$ cat src/ptp_defines.svh
// constants for the ptp clock and timestamp unit
`ifndef PTP_DEFINES_SVH
`define PTP_DEFINES_SVH

// ************************************************
// clock rate and time base
// ************************************************
`define PTP_CLK_MHZ 20
`define PTP_CLK_PERIOD_NS (1000 / `PTP_CLK_MHZ)
`define PTP_NS_MAX 30'h3B9AC9FF
`define PTP_NS_WRAP 31'h3B9ACA00

// ************************************************
// gpio pulse width, least time rounded up
// ************************************************
`define PTP_PULSE_NS 1000
`define PTP_PULSE_CYC ((`PTP_PULSE_NS + `PTP_CLK_PERIOD_NS - 1) / `PTP_CLK_PERIOD_NS)

// ************************************************
// message type codes
// ************************************************
`define PTP_MT_SYNC 4'h0
`define PTP_MT_DLY_REQ 4'h1
`define PTP_MT_PDLY_REQ 4'h2
`define PTP_MT_PDLY_RSP 4'h3
`define PTP_MT_FOLLOW 4'h8
`define PTP_MT_DLY_RSP 4'h9
`define PTP_MT_PDLY_FUP 4'hA
`define PTP_MT_ANNOUNCE 4'hB
`define PTP_MT_SIGNAL 4'hC
`define PTP_MT_MGMT 4'hD

`endif

$ cat src/ptp_pkg.sv
// types for the ptp clock and timestamp unit
`default_nettype none
package ptp_pkg;
  typedef struct packed {
    logic [31:0] sec;
    logic [29:0] ns;
  } ptp_time_t;
  typedef struct packed {
    logic valid;
    logic tx;
    logic [3:0] mtype;
  } ptp_msg_t;
  typedef struct packed {
    logic valid;
    logic tx;
    logic [3:0] mtype;
    ptp_time_t stamp;
  } ptp_ts_t;
  typedef struct packed {
    logic valid;
    ptp_time_t stamp;
  } ptp_ins_t;
  typedef enum logic {PTP_ROLE_RECV, PTP_ROLE_XMIT} ptp_role_t;
  typedef enum logic {PTP_DLY_E2E, PTP_DLY_P2P} ptp_dly_t;
  typedef enum logic [1:0] {PTP_GO_TOGGLE, PTP_GO_PULSE, PTP_GO_IRQ, PTP_GO_LOW} ptp_gpo_t;
endpackage
`default_nettype wire

$ cat src/ptp_clock_ts.sv
// ptp time-of-day clock, compare events, gpio and frame timestamps
`timescale 1ns/100ps
`default_nettype none
`include "ptp_defines.svh"
module ptp_clock_ts
  import ptp_pkg::*;
#(
  parameter int CH = 2,
  parameter int FRAC_W = 16,
  parameter int PULSE_CYC = `PTP_PULSE_CYC
) (
  // clock and reset
  input wire logic core_clk,
  input wire logic srst,
  // clock tuning and load
  input wire logic tune_en,
  input wire logic [7:0] tune_ns,
  input wire logic [FRAC_W-1:0] tune_frac,
  input wire logic time_load,
  input wire ptp_time_t time_load_val,
  output ptp_time_t time_now,
  // compare channels
  input wire ptp_time_t cmp_target [CH],
  input wire logic [CH-1:0] cmp_arm,
  input wire logic [CH-1:0] cmp_disarm,
  output logic [CH-1:0] cmp_armed,
  // gpio configuration
  input wire logic [CH-1:0] gpio_cfg_in,
  input wire logic [CH-1:0] gpio_cfg_rise,
  input wire logic [CH-1:0] gpio_cfg_fall,
  input wire ptp_gpo_t gpio_cfg_out [CH],
  // gpio pins and captures
  input wire logic [CH-1:0] gpio_i,
  output logic [CH-1:0] gpio_o,
  output logic [CH-1:0] gpio_oe_n,
  output ptp_time_t gpio_cap_time [CH],
  // frame path configuration
  input wire ptp_role_t cfg_role,
  input wire ptp_dly_t cfg_dly,
  input wire logic cfg_one_step,
  // frame path
  input wire ptp_msg_t msg_in,
  output ptp_ts_t ts_out,
  output ptp_ins_t ins_out,
  output logic msg_bad,
  // interrupt status and mask
  input wire logic [2*CH+1:0] irq_mask,
  input wire logic [2*CH+1:0] irq_clr,
  output logic [2*CH+1:0] irq_status,
  output logic irq
);
  localparam int SRC = 2 * CH + 2;

  // ************************************************
  // time-of-day clock
  // ************************************************
  logic [31:0] sec_r, sec_nxt;
  logic [29:0] ns_r, ns_nxt;
  logic [FRAC_W-1:0] frac_r, frac_nxt;
  logic [FRAC_W:0] frac_sum;
  logic [30:0] ns_sum;
  logic [7:0] step_ns;

  // nominal step or tuned step with fractional carry
  always_comb begin
    step_ns = tune_en ? tune_ns : 8'(`PTP_CLK_PERIOD_NS);
    frac_sum = {1'b0, frac_r} + {1'b0, tune_frac & {FRAC_W{tune_en}}};
    ns_sum = {1'b0, ns_r} + {23'h0, step_ns} + {30'h0, frac_sum[FRAC_W]};
    frac_nxt = frac_sum[FRAC_W-1:0];
    sec_nxt = sec_r;
    ns_nxt = ns_sum[29:0];
    if (time_load) begin
      sec_nxt = time_load_val.sec;
      ns_nxt = (time_load_val.ns > `PTP_NS_MAX) ? 30'h0 : time_load_val.ns;
      frac_nxt = '0;
    end else if (ns_sum > {1'b0, `PTP_NS_MAX}) begin
      ns_nxt = 30'(ns_sum - `PTP_NS_WRAP);
      sec_nxt = sec_r + 32'h1;
    end
  end

  // register
  always_ff @(posedge core_clk) begin
    if (srst) begin
      sec_r <= 32'h0;
      ns_r <= 30'h0;
      frac_r <= '0;
    end else begin
      sec_r <= sec_nxt;
      ns_r <= ns_nxt;
      frac_r <= frac_nxt;
    end
  end

  // one time base for every function
  assign time_now = '{sec: sec_r, ns: ns_r};

  // nanoseconds never leave the legal range, whatever the step
  ns_range_a: assert property (@(posedge core_clk) disable iff (srst)
    ns_r <= `PTP_NS_MAX) else $error("nanoseconds out of range");
  // a load lands on the next edge, a nanosecond value past the maximum loading as zero
  load_sec_a: assert property (@(posedge core_clk) disable iff (srst)
    time_load |=> time_now.sec == $past(time_load_val.sec)) else $error("seconds not loaded");
  load_ns_a: assert property (@(posedge core_clk) disable iff (srst)
    time_load && time_load_val.ns <= `PTP_NS_MAX |=> time_now.ns == $past(time_load_val.ns))
    else $error("nanoseconds not loaded");
  sec_carry_a: assert property (@(posedge core_clk) disable iff (srst)
    !time_load && ns_sum > {1'b0, `PTP_NS_MAX} |=> sec_r == $past(sec_r) + 32'h1
    && ns_r < 30'h100) else $error("seconds did not carry");

  // ************************************************
  // compare channels and gpio pins
  // ************************************************
  logic [CH-1:0] cmp_hit, cap_valid;
  logic [SRC-1:0] status_r, status_nxt, src_set;
  logic irq_r, irq_nxt;

  genvar gi;
  generate
    for (gi = 0; gi < CH; gi++) begin : g_ch
      ptp_cmp_unit u_cmp (
        .core_clk(core_clk),
        .srst(srst),
        .now(time_now),
        .target(cmp_target[gi]),
        .arm(cmp_arm[gi]),
        .disarm(cmp_disarm[gi]),
        .hit(cmp_hit[gi]),
        .armed(cmp_armed[gi])
      );
      ptp_gpio_pin #(.PULSE_CYC(PULSE_CYC)) u_gpio (
        .core_clk(core_clk),
        .srst(srst),
        .cfg_in(gpio_cfg_in[gi]),
        .cfg_rise(gpio_cfg_rise[gi]),
        .cfg_fall(gpio_cfg_fall[gi]),
        .cfg_out(gpio_cfg_out[gi]),
        .pin_i(gpio_i[gi]),
        .pin_o(gpio_o[gi]),
        .pin_oe_n(gpio_oe_n[gi]),
        .now(time_now),
        .cmp_hit(cmp_hit[gi]),
        .irq_lvl(status_r[gi]),
        .cap_valid(cap_valid[gi]),
        .cap_time(gpio_cap_time[gi])
      );
    end
  endgenerate

  // ************************************************
  // frame path timestamps
  // ************************************************
  ptp_ts_t ts_r, ts_nxt;
  ptp_ins_t ins_r, ins_nxt;
  logic bad_r, bad_nxt;
  logic known, syncrel, xmit, stamp, ins;

  // classify, pick what to stamp, request insertion
  always_comb begin
    known = 1'b0;
    syncrel = 1'b0;
    case (msg_in.mtype)
      `PTP_MT_SYNC, `PTP_MT_DLY_REQ, `PTP_MT_PDLY_REQ, `PTP_MT_PDLY_RSP,
      `PTP_MT_FOLLOW, `PTP_MT_DLY_RSP, `PTP_MT_PDLY_FUP: begin
        known = 1'b1;
        syncrel = 1'b1;
      end
      `PTP_MT_ANNOUNCE, `PTP_MT_SIGNAL, `PTP_MT_MGMT: known = 1'b1;
      default: known = 1'b0;
    endcase
    xmit = (cfg_role == PTP_ROLE_XMIT);
    stamp = 1'b0;
    if (msg_in.valid && syncrel) begin
      case (msg_in.mtype)
        `PTP_MT_SYNC: stamp = (msg_in.tx == xmit);
        `PTP_MT_DLY_REQ: stamp = (cfg_dly == PTP_DLY_E2E) && (msg_in.tx != xmit);
        `PTP_MT_PDLY_REQ, `PTP_MT_PDLY_RSP: stamp = (cfg_dly == PTP_DLY_P2P);
        default: stamp = 1'b0;
      endcase
    end
    ins = stamp && msg_in.tx && cfg_one_step
      && (msg_in.mtype == `PTP_MT_SYNC || msg_in.mtype == `PTP_MT_PDLY_RSP);
    ts_nxt = '{valid: stamp, tx: msg_in.tx, mtype: msg_in.mtype, stamp: time_now};
    ins_nxt = '{valid: ins, stamp: time_now};
    bad_nxt = msg_in.valid && !known;
  end

  // register
  always_ff @(posedge core_clk) begin
    if (srst) begin
      ts_r <= '0;
      ins_r <= '0;
      bad_r <= 1'b0;
    end else begin
      ts_r <= ts_nxt;
      ins_r <= ins_nxt;
      bad_r <= bad_nxt;
    end
  end

  assign ts_out = ts_r;
  assign ins_out = ins_r;
  assign msg_bad = bad_r;

  role_sync_a: assert property (@(posedge core_clk) disable iff (srst)
    msg_in.valid && msg_in.mtype == `PTP_MT_SYNC && msg_in.tx == (cfg_role == PTP_ROLE_XMIT)
    |=> ts_out.valid && ts_out.stamp == $past(time_now)) else $error("sync not stamped");
  e2e_no_pdly_a: assert property (@(posedge core_clk) disable iff (srst)
    cfg_dly == PTP_DLY_E2E && (msg_in.mtype == `PTP_MT_PDLY_REQ || msg_in.mtype == `PTP_MT_PDLY_RSP)
    |=> !ts_out.valid) else $error("peer message stamped in e2e");
  bad_type_a: assert property (@(posedge core_clk) disable iff (srst)
    msg_in.valid && msg_in.mtype inside {4'h4, 4'h5, 4'h6, 4'h7, 4'hE, 4'hF}
    |=> msg_bad && !ts_out.valid) else $error("unknown type not flagged");
  one_step_a: assert property (@(posedge core_clk) disable iff (srst)
    msg_in.valid && msg_in.tx && msg_in.mtype == `PTP_MT_SYNC && cfg_role == PTP_ROLE_XMIT
    |=> ins_out.valid == $past(cfg_one_step)) else $error("one-step insert wrong");

  // ************************************************
  // interrupt status and mask
  // ************************************************
  // sticky status, a new event beats a clear
  always_comb begin
    src_set = {ts_nxt.valid && !msg_in.tx, ts_nxt.valid && msg_in.tx, cap_valid, cmp_hit};
    status_nxt = (status_r & ~irq_clr) | src_set;
    irq_nxt = |(status_nxt & irq_mask);
  end

  // register
  always_ff @(posedge core_clk) begin
    if (srst) begin
      status_r <= '0;
      irq_r <= 1'b0;
    end else begin
      status_r <= status_nxt;
      irq_r <= irq_nxt;
    end
  end

  assign irq_status = status_r;
  assign irq = irq_r;

  cmp_irq_a: assert property (@(posedge core_clk) disable iff (srst)
    cmp_hit[0] |=> irq_status[0] ##1 (irq_status[0] || $past(irq_clr[0]))) else $error("compare irq lost");
  irq_gate_a: assert property (@(posedge core_clk) disable iff (srst)
    ##1 irq == |(irq_status & $past(irq_mask))) else $error("irq not gated by mask");

  // ************************************************
  // status source checks
  // ************************************************
  // a capture reaches its own status bit one edge after the capture
  cap_status_a: assert property (@(posedge core_clk) disable iff (srst)
    cap_valid[0] |=> irq_status[CH]) else $error("capture status lost");
  // stamped frames mark their direction in status
  tx_status_a: assert property (@(posedge core_clk) disable iff (srst)
    ts_nxt.valid && msg_in.tx |=> irq_status[2*CH]) else $error("tx stamp status lost");
  rx_status_a: assert property (@(posedge core_clk) disable iff (srst)
    ts_nxt.valid && !msg_in.tx |=> irq_status[2*CH+1]) else $error("rx stamp status lost");
  // a clear with no new event empties the bit
  clr_status_a: assert property (@(posedge core_clk) disable iff (srst)
    irq_clr[0] && !cmp_hit[0] |=> !irq_status[0]) else $error("status not cleared");
  // an insertion always comes with a stamp of the same frame
  ins_stamped_a: assert property (@(posedge core_clk) disable iff (srst)
    ins_out.valid |-> ts_out.valid && ts_out.tx) else $error("insert without stamp");
endmodule
`default_nettype wire

$ cat src/ptp_cmp_unit.sv
// compare channel: one hit when the clock reaches its target
`timescale 1ns/100ps
`default_nettype none
module ptp_cmp_unit
  import ptp_pkg::*;
(
  // clock and reset
  input wire logic core_clk,
  input wire logic srst,
  // time and target
  input wire ptp_time_t now,
  input wire ptp_time_t target,
  input wire logic arm,
  input wire logic disarm,
  // result
  output logic hit,
  output logic armed
);
  logic armed_r, armed_nxt;
  logic reach;

  // reached when the whole time is at or past target
  assign reach = {now.sec, now.ns} >= {target.sec, target.ns};
  assign hit = armed_r && reach;
  assign armed = armed_r;

  // a hit or disarm clears, arm wins
  always_comb begin
    armed_nxt = armed_r;
    if (hit || disarm) begin
      armed_nxt = 1'b0;
    end
    if (arm) begin
      armed_nxt = 1'b1;
    end
  end

  // register
  always_ff @(posedge core_clk) begin
    armed_r <= srst ? 1'b0 : armed_nxt;
  end

  cmp_one_shot_a: assert property (@(posedge core_clk) disable iff (srst)
    hit && !arm |=> !armed_r && !hit) else $error("compare hit did not disarm");
endmodule
`default_nettype wire

$ cat src/ptp_gpio_pin.sv
// one gpio pin: time capture on input, compare signal on output
`timescale 1ns/100ps
`default_nettype none
`include "ptp_defines.svh"
module ptp_gpio_pin
  import ptp_pkg::*;
#(
  parameter int PULSE_CYC = `PTP_PULSE_CYC
) (
  // clock and reset
  input wire logic core_clk,
  input wire logic srst,
  // configuration
  input wire logic cfg_in,
  input wire logic cfg_rise,
  input wire logic cfg_fall,
  input wire ptp_gpo_t cfg_out,
  // pin
  input wire logic pin_i,
  output logic pin_o,
  output logic pin_oe_n,
  // time, compare and interrupt status
  input wire ptp_time_t now,
  input wire logic cmp_hit,
  input wire logic irq_lvl,
  // capture
  output logic cap_valid,
  output ptp_time_t cap_time
);
  localparam int CW = $clog2(PULSE_CYC + 1);
  logic prev_r, prev_nxt, pin_r, pin_nxt, capv_r, capv_nxt, ev;
  logic [CW-1:0] cnt_r, cnt_nxt;
  ptp_time_t cap_r, cap_nxt;

  // edge capture and output drive
  always_comb begin
    prev_nxt = pin_i;
    ev = cfg_in && ((cfg_rise && pin_i && !prev_r) || (cfg_fall && !pin_i && prev_r));
    capv_nxt = ev;
    cap_nxt = ev ? now : cap_r;
    cnt_nxt = '0;
    pin_nxt = 1'b0;
    case (cfg_out)
      PTP_GO_TOGGLE: pin_nxt = cmp_hit ? !pin_r : pin_r;
      PTP_GO_PULSE: begin
        cnt_nxt = cmp_hit ? CW'(PULSE_CYC - 1) : (cnt_r != '0 ? cnt_r - 1'b1 : cnt_r);
        pin_nxt = cmp_hit || (cnt_r != '0);
      end
      PTP_GO_IRQ: pin_nxt = irq_lvl;
      default: pin_nxt = 1'b0;
    endcase
  end

  // register
  always_ff @(posedge core_clk) begin
    if (srst) begin
      prev_r <= 1'b0;
      pin_r <= 1'b0;
      capv_r <= 1'b0;
      cnt_r <= '0;
      cap_r <= '0;
    end else begin
      prev_r <= prev_nxt;
      pin_r <= pin_nxt;
      capv_r <= capv_nxt;
      cnt_r <= cnt_nxt;
      cap_r <= cap_nxt;
    end
  end

  assign pin_o = pin_r;
  assign pin_oe_n = cfg_in; // driven only as an output
  assign cap_valid = capv_r;
  assign cap_time = cap_r;

  cap_time_a: assert property (@(posedge core_clk) disable iff (srst)
    ev |=> cap_valid && cap_time == $past(now)) else $error("capture time wrong");
  toggle_out_a: assert property (@(posedge core_clk) disable iff (srst)
    cfg_out == PTP_GO_TOGGLE && cmp_hit |=> pin_o != $past(pin_o)) else $error("no toggle on hit");
  irq_pin_a: assert property (@(posedge core_clk) disable iff (srst)
    cfg_out == PTP_GO_IRQ |=> pin_o == $past(irq_lvl)) else $error("pin not showing status");
endmodule
`default_nettype wire

$ cat config.mk
export PLATFORM = sky130hd
export DESIGN_NAME = ptp_clock_ts
export DESIGN_NICKNAME = d
export VERILOG_FILES = /design/src/ptp_pkg.sv /design/src/ptp_clock_ts.sv /design/src/ptp_cmp_unit.sv /design/src/ptp_gpio_pin.sv
export VERILOG_INCLUDE_DIRS = /design/src
export SDC_FILE = /design/constraint.sdc
export NUM_CORES = 1
export LEC_CHECK = 0
export BUFFER_PORTS_ARGS = -buffer_cell sky130_fd_sc_hd__buf_2
export CORE_AREA = 5 5 225 227
export CTS_CLUSTER_DIAMETER = 200
export DETAILED_ROUTE_END_ITERATION = 12
export DIE_AREA = 0 0 230 232
export GPL_TIMING_DRIVEN = 0
export RECOVER_POWER = 25
export SKIP_LAST_GASP = 1
export SYNTH_ARGS = -nofsm -noshare
export SYNTH_HDL_FRONTEND = slang
export SYNTH_SLANG_ARGS = --single-unit
$ cat constraint.sdc
create_clock -name core_clk -period 10.85 [get_ports core_clk]
set_clock_uncertainty 0.15 [all_clocks]
set_input_delay 2.17 -clock core_clk [delete_from_list [all_inputs] [get_ports core_clk]]
set_output_delay 2.17 -clock core_clk [all_outputs]
set_load 0.02 [all_outputs]
==> impl_metrics.toml, run 1 <==
[detailed_routing]
drc = 0
drt_iter0_drc = 1319
wl_um = 78100
via_count = 18400
avgViaCountPerCell = 5.34
routedWlPerCell_um = 22.7
drt.antenna.violating_nets = 0
first_pass_iters = 5

[clock_tree]
htreeDepth = 2
clkTransAtPathRegs_ns = 0.06
clk_latency_ns = 0.55
cts_setup_buffers = 0
tritoncts = "done"
holdBufCountCts = 0
cts_resized = 0
cts_buffer_depth = 3
clock-sinks = 297
cts_root_buf = "clkbuf_16"
numCtsBuffers = 36

[worst_hold_path]
min_path_type = "reg -> reg"

[sta]
finalHoldViolCount = 0
tns_ns = 0
finalSetupViolCount = 0
whs_ns = 0.303
fin_crit_sh = 0.903
worstMarginPinSlew_ns = 1.35
fmax_mhz = 102
rsz0062_at_grt = "false"
maxSlewHeadroom = 0.0918
final_max_slew_viol_count = 0
period_needed_ns = 9.79

[global_route]
grt_max_degree = 14
grt_pass1_vias = 18000
overflow = 0
grt_usage = 0.277
grt_pass1_wl_um = 113000
antenna_found_initial = 31

[logic_synthesis]
synth_area_leader_cell = "dfxtp_1"
yosys_warnings = 0
synth_cells = 2157
synth_compound_area_frac = 0.180
synthAdderAreaFrac = 0.114
muxShareOfSynthArea = 0.00122
synth-async-reset-ratio = 0
syn_area_per_cell_um2 = 8.08
synth_top_family_by_area = "simple AND/OR/NAND/NOR gates"
synth-simple-area-share = 0.243
ys_seq_elements = 297
synthTopCellsByArea = "dfxtp_1 34%, ha_1 11%, nand2_1 7.0%"
synth.distinct_cells = 88
synth_area_mm2 = 0.0174
ys.flop_type = "dfxtp_1"
seq_area_frac_synth = 0.341
synth-xor-area-share = 0.0266
synth_top_cell_area_share = 0.341
synth_edf_count = 0
syn_nets = 2565

[status]
status = "finished, final reports clean"

[worst_setup_path]
critPathMaxStageDelay_ns = 0.50
slowest_stage = "clkbuf_1"
cp.required_ns = 11.11
crit_arrival_ns = 10.05
critPathLaunchType = "input pin"
cp_max_fo = 10
critPathKind = "in -> reg"
cp-end-kind = "flip-flop"

[floorplanning]
num_io_pins = 582
coreArea_mm2 = 0.0484
die_h_um = 232
dieArea_mm2 = 0.0534
row_count = 81
fp.dieW_um = 230
start_util = 0.360

[final_layout]
nets = 3183
drive_above_1_share = 0.233
syn2layout_area_growth_pct = 27.7
final_util = 0.459

[flow_run]
maxCapViolCount = 0

[place]
globalplace.congestion = 0.951
dp_hpwl_um = 62500
numPortBuffers = 580

[power]
p_per_area_mw_per_mm2 = 137
leakage_uw = 0.0104
irDropWorstVdd_mv = 0.0810
total_power_uw = 3050
-- path summary, 6_finish.rpt --
check	from	end	slack (ns)	cells after the start
worst min-delay path	g_ch[1].u_gpio.cap_valid	irq_status[3]	0.30	2
worst max register to register	frac_r[0]	ns_r[16]	2.73	30
worst max-delay path	tune_en	ns_r[16]	1.06	32
worst min register to register	g_ch[1].u_gpio.cap_valid	irq_status[3]	0.30	2
-- layout make-up --
cell class | count | area [um2]
Inverter | 160 | 601
Sequential cell | 297 | 5950
Tap cell | 622 | 778
Clock buffer | 47 | 1030
Fill cell | 4994 | 26200
Clock inverter | 16 | 203
Timing Repair Buffer | 580 | 2760
Multi-Input combinational cell | 1511 | 9840
Antenna cell | 18 | 45.0
Buffer | 189 | 1040
-- flip-flops by register name (all words and copies together) (netlist names) --
| name | flops |
|---|---|
| g_ch.u_gpio.prev_r | 2 |
| g_ch.u_gpio.cap_time | 124 |
| frac_r | 16 |
| g_ch.u_gpio.pin_o | 2 |
| g_ch.u_gpio.cnt_r | 10 |
| ns_r | 30 |
| g_ch.u_cmp.armed | 2 |
| g_ch.u_gpio.cap_valid | 2 |
| irq | 1 |
| msg_bad | 1 |
| ts_out | 6 |
| ins_out | 63 |
| sec_r | 32 |
| irq_status | 6 |
-- critical path: cells and delay by family --
| family | cells | cell delay [ns] |
|---|---|---|
| AND/OR/NAND/NOR | 5 | 0.70 |
| buffers and inverters | 5 | 1.20 |
| XOR/XNOR | 1 | 0.24 |
| adder cells (fa/ha/maj) | 4 | 1.70 |
| AO/OA/AOI/OAI | 17 | 4.05 |
-- placed cells by master, fill, tap and decap left out, types with 77 or more instances in the layout --
cell type	count
buf_2	478
nand2_1	324
dfxtp_1	297
clkbuf_1	203
a21oi_1	196
inv_1	159
ha_1	154
nor2_1	116
nor2b_1	80
buf_4	77
-- per-stage QoR --
step | worst slack [ns] | cells | instance area, um2
global placement | 0.790 | 3359 | 21100
CTS | 1.23 | 3422 | 22300
finish | 1.06 | 3440 | 22200
global route | 0.650 | 3433 | 22200
detailed placement | 0.681 | 3359 | 21100
floorplan | 2.30 | 2157 | 17400
-- synth_stat cells, drive strengths merged, types with 52 or more instances --
| library cell | count |
|---|---|
| buf | 101 |
| clkbuf | 88 |
| a21oi | 199 |
| inv | 159 |
| nand4 | 57 |
| ha | 154 |
| nand2 | 325 |
| nor2 | 117 |
| a21o | 52 |
| dfxtp | 297 |
| o21ai | 56 |
| nor2b | 80 |
-- power breakdown --
| group | switching [uW] | internal, uW | leakage [uW] | total [uW] |
|---|---|---|---|---|
| Sequential | 75.6 | 1130 | 0.00242 | 1210 |
| Clock | 504 | 769 | 0.000604 | 1270 |
| Combinational | 350 | 218 | 0.00740 | 568 |
-- layer usage --
layer / wire (um) / vias up / global-route usage / part of all wire
met5: 163 / - / 0 / 0.0021
met1: 31100 / 8705 / 0.332 / 0.40
li1: - / 8729 / - / -
met2: 37900 / 759 / 0.486 / 0.49
met4: 2680 / 22 / 0.0925 / 0.034
met3: 6210 / 158 / 0.0691 / 0.079
-- logic make-up after synthesis --
| kind of cell | Yosys count |
|---|---|
| AND/OR/NAND/NOR | 830 |
| flip-flops | 297 |
| adder cells (fa/ha/maj) | 157 |
| multiplexers | 2 |
| XOR/XNOR | 53 |
| AO/OA/AOI/OAI | 469 |
| buffers and inverters | 349 |
No activity file was read; power rests on OpenSTA's default activity.
==> inputs of run 2 (changes only) <==
Settings changed: CAP_MARGIN set to 20, CTS_BUF_LIST set to sky130_fd_sc_hd__clkbuf_16, GPL_TIMING_DRIVEN 0 to unset.
==> run 2 against run 1 <==
Die area unchanged. Sequential share of layout area up 1.1 points. Combinational power down 8.3%. The flow now finishes with violations (capacitance limit, slew limit). Highest routed layer unchanged. Worst setup slack better by 0.35 ns. Cell area down 4.1%. Via count down 4.6%. Critical endpoint is now sec_r[18]. Global-route usage down 3.4 points.
==> impl_metrics.toml, run 2 (same netlist as run 1, synthesis figures left out) <==
[floorplanning]
die_h_um = 232
coreArea_mm2 = 0.0484
dieArea_mm2 = 0.0534
num_io_pins = 582
row_count = 81
start_util = 0.360
fp.dieW_um = 230

[sta]
finalHoldViolCount = 0
fmax_mhz = 106
final_max_slew_viol_count = 141
period_needed_ns = 9.45
finalSetupViolCount = 0
tns_ns = 0
rsz0062_at_grt = "false"
maxSlewHeadroom = -1.29
worstMarginPinSlew_ns = 3.44
whs_ns = 0.300
fin_crit_sh = 0.871

[worst_setup_path]
slowest_stage = "a21oi_4"
critPathKind = "in -> reg"
cp_max_fo = 24
cp.required_ns = 11.13
critPathMaxStageDelay_ns = 0.53
cp-end-kind = "flip-flop"
critPathLaunchType = "input pin"
crit_start = "tune_en"
crit_arrival_ns = 9.72
critPathTopFamily = "compound AO/OA/AOI/OAI gates"
path_buf_inv = 2
regToRegStartpoint = "frac_r[0]"

[clock_tree]
cts_root_buf = "clkbuf_16"
clk_latency_ns = 0.54
clkTransAtPathRegs_ns = 0.06
cts_setup_buffers = 0
htreeDepth = 2
cts_resized = 0
clock-sinks = 297
numCtsBuffers = 37
cts_buffer_depth = 3
holdBufCountCts = 0
tritoncts = "done"

[final_layout]
nets = 3017
final_common_cell = "buf_2"
layout_common_cells = "498 x buf_2, 322 x nand2_1, 297 x dfxtp_1"
syn2layout_area_growth_pct = 22.5
fillers = 4957
largest_reg_flops = 124
drive_above_1_share = 0.229

[detailed_routing]
drt_iter0_drc = 999
drt.antenna.violating_nets = 0
first_pass_iters = 6
wl_um = 69100
via_count = 17500
avgViaCountPerCell = 5.37
routedWlPerCell_um = 21.2
drc = 0

[flow_run]
maxCapViolCount = 2

[global_route]
antenna_found_initial = 23
grt_pass1_wl_um = 102000
grt_max_degree = 101
grt_pass1_vias = 17100
overflow = 0
grt_usage = 0.243

[power]
leakage_uw = 0.0101
p_per_area_mw_per_mm2 = 138
total_power_uw = 2940
irDropWorstVdd_mv = 0.0997

[status]
status = "finished, violations left"
violations = "capacitance limit, slew limit"

[worst_hold_path]
hold_start = "g_ch[1].u_gpio.cap_valid"
min_path_type = "reg -> reg"

[place]
numPortBuffers = 581
globalplace.congestion = 0.935
dp_hpwl_um = 52300
-- run 2: cell count changes in the layout (fill, tap and decap cells not counted), moves of 7 or more --
cell	previous run	this run
buf_1	9	0
buf_4	77	20
clkbuf_1	203	84
clkbuf_8	7	0
diode_2	18	10
inv_1	159	167
buf_2	478	498
clkinv_1	1	10
-- run 2: final timing paths --
path              slack [ns]       endpoint  depth (start not counted)
setup / recovery        1.40      sec_r[18]                         30
hold / removal          0.30  irq_status[3]                          2
setup reg to reg        3.11      sec_r[18]                         28
hold reg to reg         0.30  irq_status[3]                          2
-- run 2: metal layers --
metal | track usage | vias up | wire, um
met5 | 0 | - | 148
met4 | 0.0863 | 26 | 2290
met3 | 0.0626 | 161 | 5500
met2 | 0.427 | 718 | 33700
met1 | 0.287 | 8271 | 27500
li1 | - | 8361 | -
-- run 2: worst min-delay path, cell delays in order, from the launching register on --
cell	delay [ns]
dfxtp_1	0.31
a21oi_1	0.04
nor2_1	0.07
-- run 2: area by class of cell --
type                       count  area [um2]  share of cell area
multi-input combinational   1511        9880               0.463
timing repair buffer         602        2960               0.139
inverter                     160         601              0.0281
antenna                       10        25.0             0.00117
clock buffer                  38         951              0.0445
clock inverter                26         203             0.00950
tap                          622         778              0.0365
sequential                   297        5950               0.279
-- run 2: report_power, final --
part | switching (uW) | internal [uW] | leakage, uW
registers | 82.3 | 1140 | 0.00242
logic | 319 | 202 | 0.00705
clock network | 493 | 703 | 0.000583
total | 895 | 2040 | 0.0101
-- run 2: metrics by stage --
stage / cell area, um2 / setup WS, ns / util / instances
after global routing: 21300 / 0.834 / 0.440 / 3263
after global placement: 20300 / 1.17 / 0.419 / 3192
final: 21300 / 1.40 / 0.441 / 3266
after CTS: 21400 / 1.47 / 0.443 / 3256
after floorplan: 17400 / 2.30 / - / 2157
after detailed placement: 20300 / 0.920 / 0.419 / 3192
==> inputs of run 3 (changes only) <==
Settings changed: ABC_AREA set to 1.
==> run 3 against run 2 <==
The run still ends with capacitance limit, slew limit left. Largest power group is now clock. Highest routed layer is now met4. Synthesized area shrank 0.15%. Synthesized cell count increased by 17%. Wire length rose by 7.3%. Non-clock buffer count shrank 12. Sequential power barely moved. Maximum frequency rose by 23%. Power grew 2.7%. Critical path depth grew 6. Global-route usage rose by 1.9 points. Flip-flop and latch count unchanged. Register-to-register slack better by 1.8 ns. Largest cell class unchanged.
==> impl_metrics.toml, run 3 <==
[worst_hold_path]
hold_start = "g_ch[0].u_gpio.cap_valid"
min_path_type = "reg -> reg"
hold_depth = 2
min_to = "irq_status[2]"

[detailed_routing]
via_count = 18800
drt.antenna.violating_nets = 0
avgViaCountPerCell = 5.15
drt_iter0_drc = 1554
drc = 0
wl_um = 74200
first_pass_iters = 5
routedWlPerCell_um = 20.3

[global_route]
grt_max_degree = 93
grt_pass1_wl_um = 108000
antenna_found_initial = 13
grt_pass1_vias = 17900
overflow = 0
grt_usage = 0.262

[worst_setup_path]
critPathKind = "in -> reg"
cp.required_ns = 11.13
crit_arrival_ns = 7.98
cp_common_cell = "nand2_1"
worstRegToRegCells = 33
critPathMaxStageDelay_ns = 0.49
regToRegStartpoint = "frac_r[0]"
r2r-end = "sec_r[28]"
critPathLaunchType = "input pin"
r2r_slack_ns = 4.86
slowest_stage = "fa_1"
cp_max_fo = 36
cp-end-kind = "flip-flop"

[final_layout]
largest_reg_flops = 124
drive_above_1_share = 0.214
fillers = 5108
fin_area_mm2 = 0.0215
multi_input_area_mm2 = 0.00921
final_common_cell = "buf_2"
final_cells = 3654
nets = 3400
layout_common_cells = "540 x buf_2, 527 x nand2_1, 367 x inv_1"
final_util = 0.444
syn2layout_area_growth_pct = 23.5
seq_area_mm2 = 0.00595

[place]
place_inst = 3577
dp_hpwl_um = 59500
place_area_mm2 = 0.0203
numPortBuffers = 581
globalplace.congestion = 0.955

[clock_tree]
cts_buffer_depth = 3
cts_resized = 0
clock-sinks = 297
numCtsBuffers = 35
htreeDepth = 2
tritoncts = "done"
clkTransAtPathRegs_ns = 0.06
holdBufCountCts = 0
cts_setup_buffers = 0
cts_root_buf = "clkbuf_16"
clk_latency_ns = 0.55

[floorplanning]
dieArea_mm2 = 0.0534
row_count = 81
coreArea_mm2 = 0.0484
num_io_pins = 582
fp.dieW_um = 230
start_util = 0.359
die_h_um = 232

[sta]
finalSetupViolCount = 0
maxSlewHeadroom = -0.640
rsz0062_at_grt = "false"
fmax_mhz = 130
finalHoldViolCount = 0
worstMarginPinSlew_ns = 2.46
final_max_slew_viol_count = 176
period_needed_ns = 7.70
tns_ns = 0
fin_crit_sh = 0.709

[logic_synthesis]
synth_most_common_cell = "nand2_1"
synth_edf_count = 0
seq_area_frac_synth = 0.342
ys.flop_type = "dfxtp_1"
yosys_warnings = 0
synth_cells = 2513
synth-async-reset-ratio = 0
synthTopCellsByCount = "527 x nand2_1, 361 x inv_1, 297 x dfxtp_1"
synthTopCellsByArea = "dfxtp_1 34%, nand2_1 11%, ha_1 11%"
ys_seq_elements = 297
syn_nets = 2921
syn_area_per_cell_um2 = 6.92
synth_area_leader_cell = "dfxtp_1"
synth_top_cell_area_share = 0.342
synth_area_mm2 = 0.0174
synth.distinct_cells = 53

[flow_run]
maxCapViolCount = 4

[status]
violations = "capacitance limit, slew limit"
status = "finished, violations left"

[power]
leakage_uw = 0.0114
total_power_uw = 3020
p_per_area_mw_per_mm2 = 140
irDropWorstVdd_mv = 0.107
==> run 3: worst max path at each step <==
stage | start | end | slack, ns | cells after the start
floorplan | tune_en | sec_r[13] | 4.25 | 30
global placement | tune_en | sec_r[28] | 2.88 | 32
detailed placement | tune_en | sec_r[28] | 2.71 | 36
CTS | tune_en | sec_r[28] | 3.26 | 36
global route | tune_en | sec_r[28] | 2.54 | 29
finish | tune_en | sec_r[28] | 3.15 | 36
==> run 3: critical path, delay by kind of cell <==
family	cells	cell delay, ns
adders and majority gates	4	1.55
and+or+nand+nor	23	2.97
buffers and inverters	5	0.70
AOI/OAI and AO/OA	4	0.54
==> run 3: report_power, final <==
| group | leakage [uW] | internal (uW) | total [uW] | switching (uW) |
|---|---|---|---|---|
| Combinational | 0.00838 | 183 | 566 | 382 |
| Sequential | 0.00243 | 1150 | 1220 | 67.6 |
| Clock | 0.000609 | 748 | 1230 | 487 |
==> run 3: area by class of cell <==
class | count | share of cell area
timing repair buffer | 590 | 0.136
clock buffer | 36 | 0.0419
clock inverter | 27 | 0.0137
inverter | 371 | 0.0652
multi-input combinational | 1697 | 0.429
sequential | 297 | 0.277
tap | 622 | 0.0362
antenna | 14 | 0.00163
==> run 3: metrics by stage <==
step / hold slack (ns) / setup slack [ns]
2_1_floorplan: 0.274 / 4.25
3_3_place_gp: 0.297 / 2.88
5_1_grt: 0.344 / 2.54
4_1_cts: 0.319 / 3.26
3_5_place_dp: 0.307 / 2.71
6_report: 0.317 / 3.15
==> run 3: cells by family (layout without fill, tap and decap cells) <==
logic type | count (synthesis) | in the layout | synth area share
AO/OA/AOI/OAI | 505 | 505 | 0.153
other | 0 | 14 | 0
multiplexers | 2 | 2 | 0.00129
flip-flops | 297 | 297 | 0.342
buffers and inverters | 519 | 1024 | 0.129
adder cells (fa/ha/maj) | 157 | 157 | 0.114
XOR/XNOR | 36 | 36 | 0.0181
AND/OR/NAND/NOR | 997 | 997 | 0.243
==> run 3: per-layer routing <==
metal | wire [um] | vias to the layer above | global-route usage
met1 | 31700 | 8824 | 0.347
met2 | 34100 | 817 | 0.428
li1 | - | 9060 | -
met4 | 2430 | 0 | 0.0891
met5 | 0 | - | 0
met3 | 5920 | 124 | 0.0515
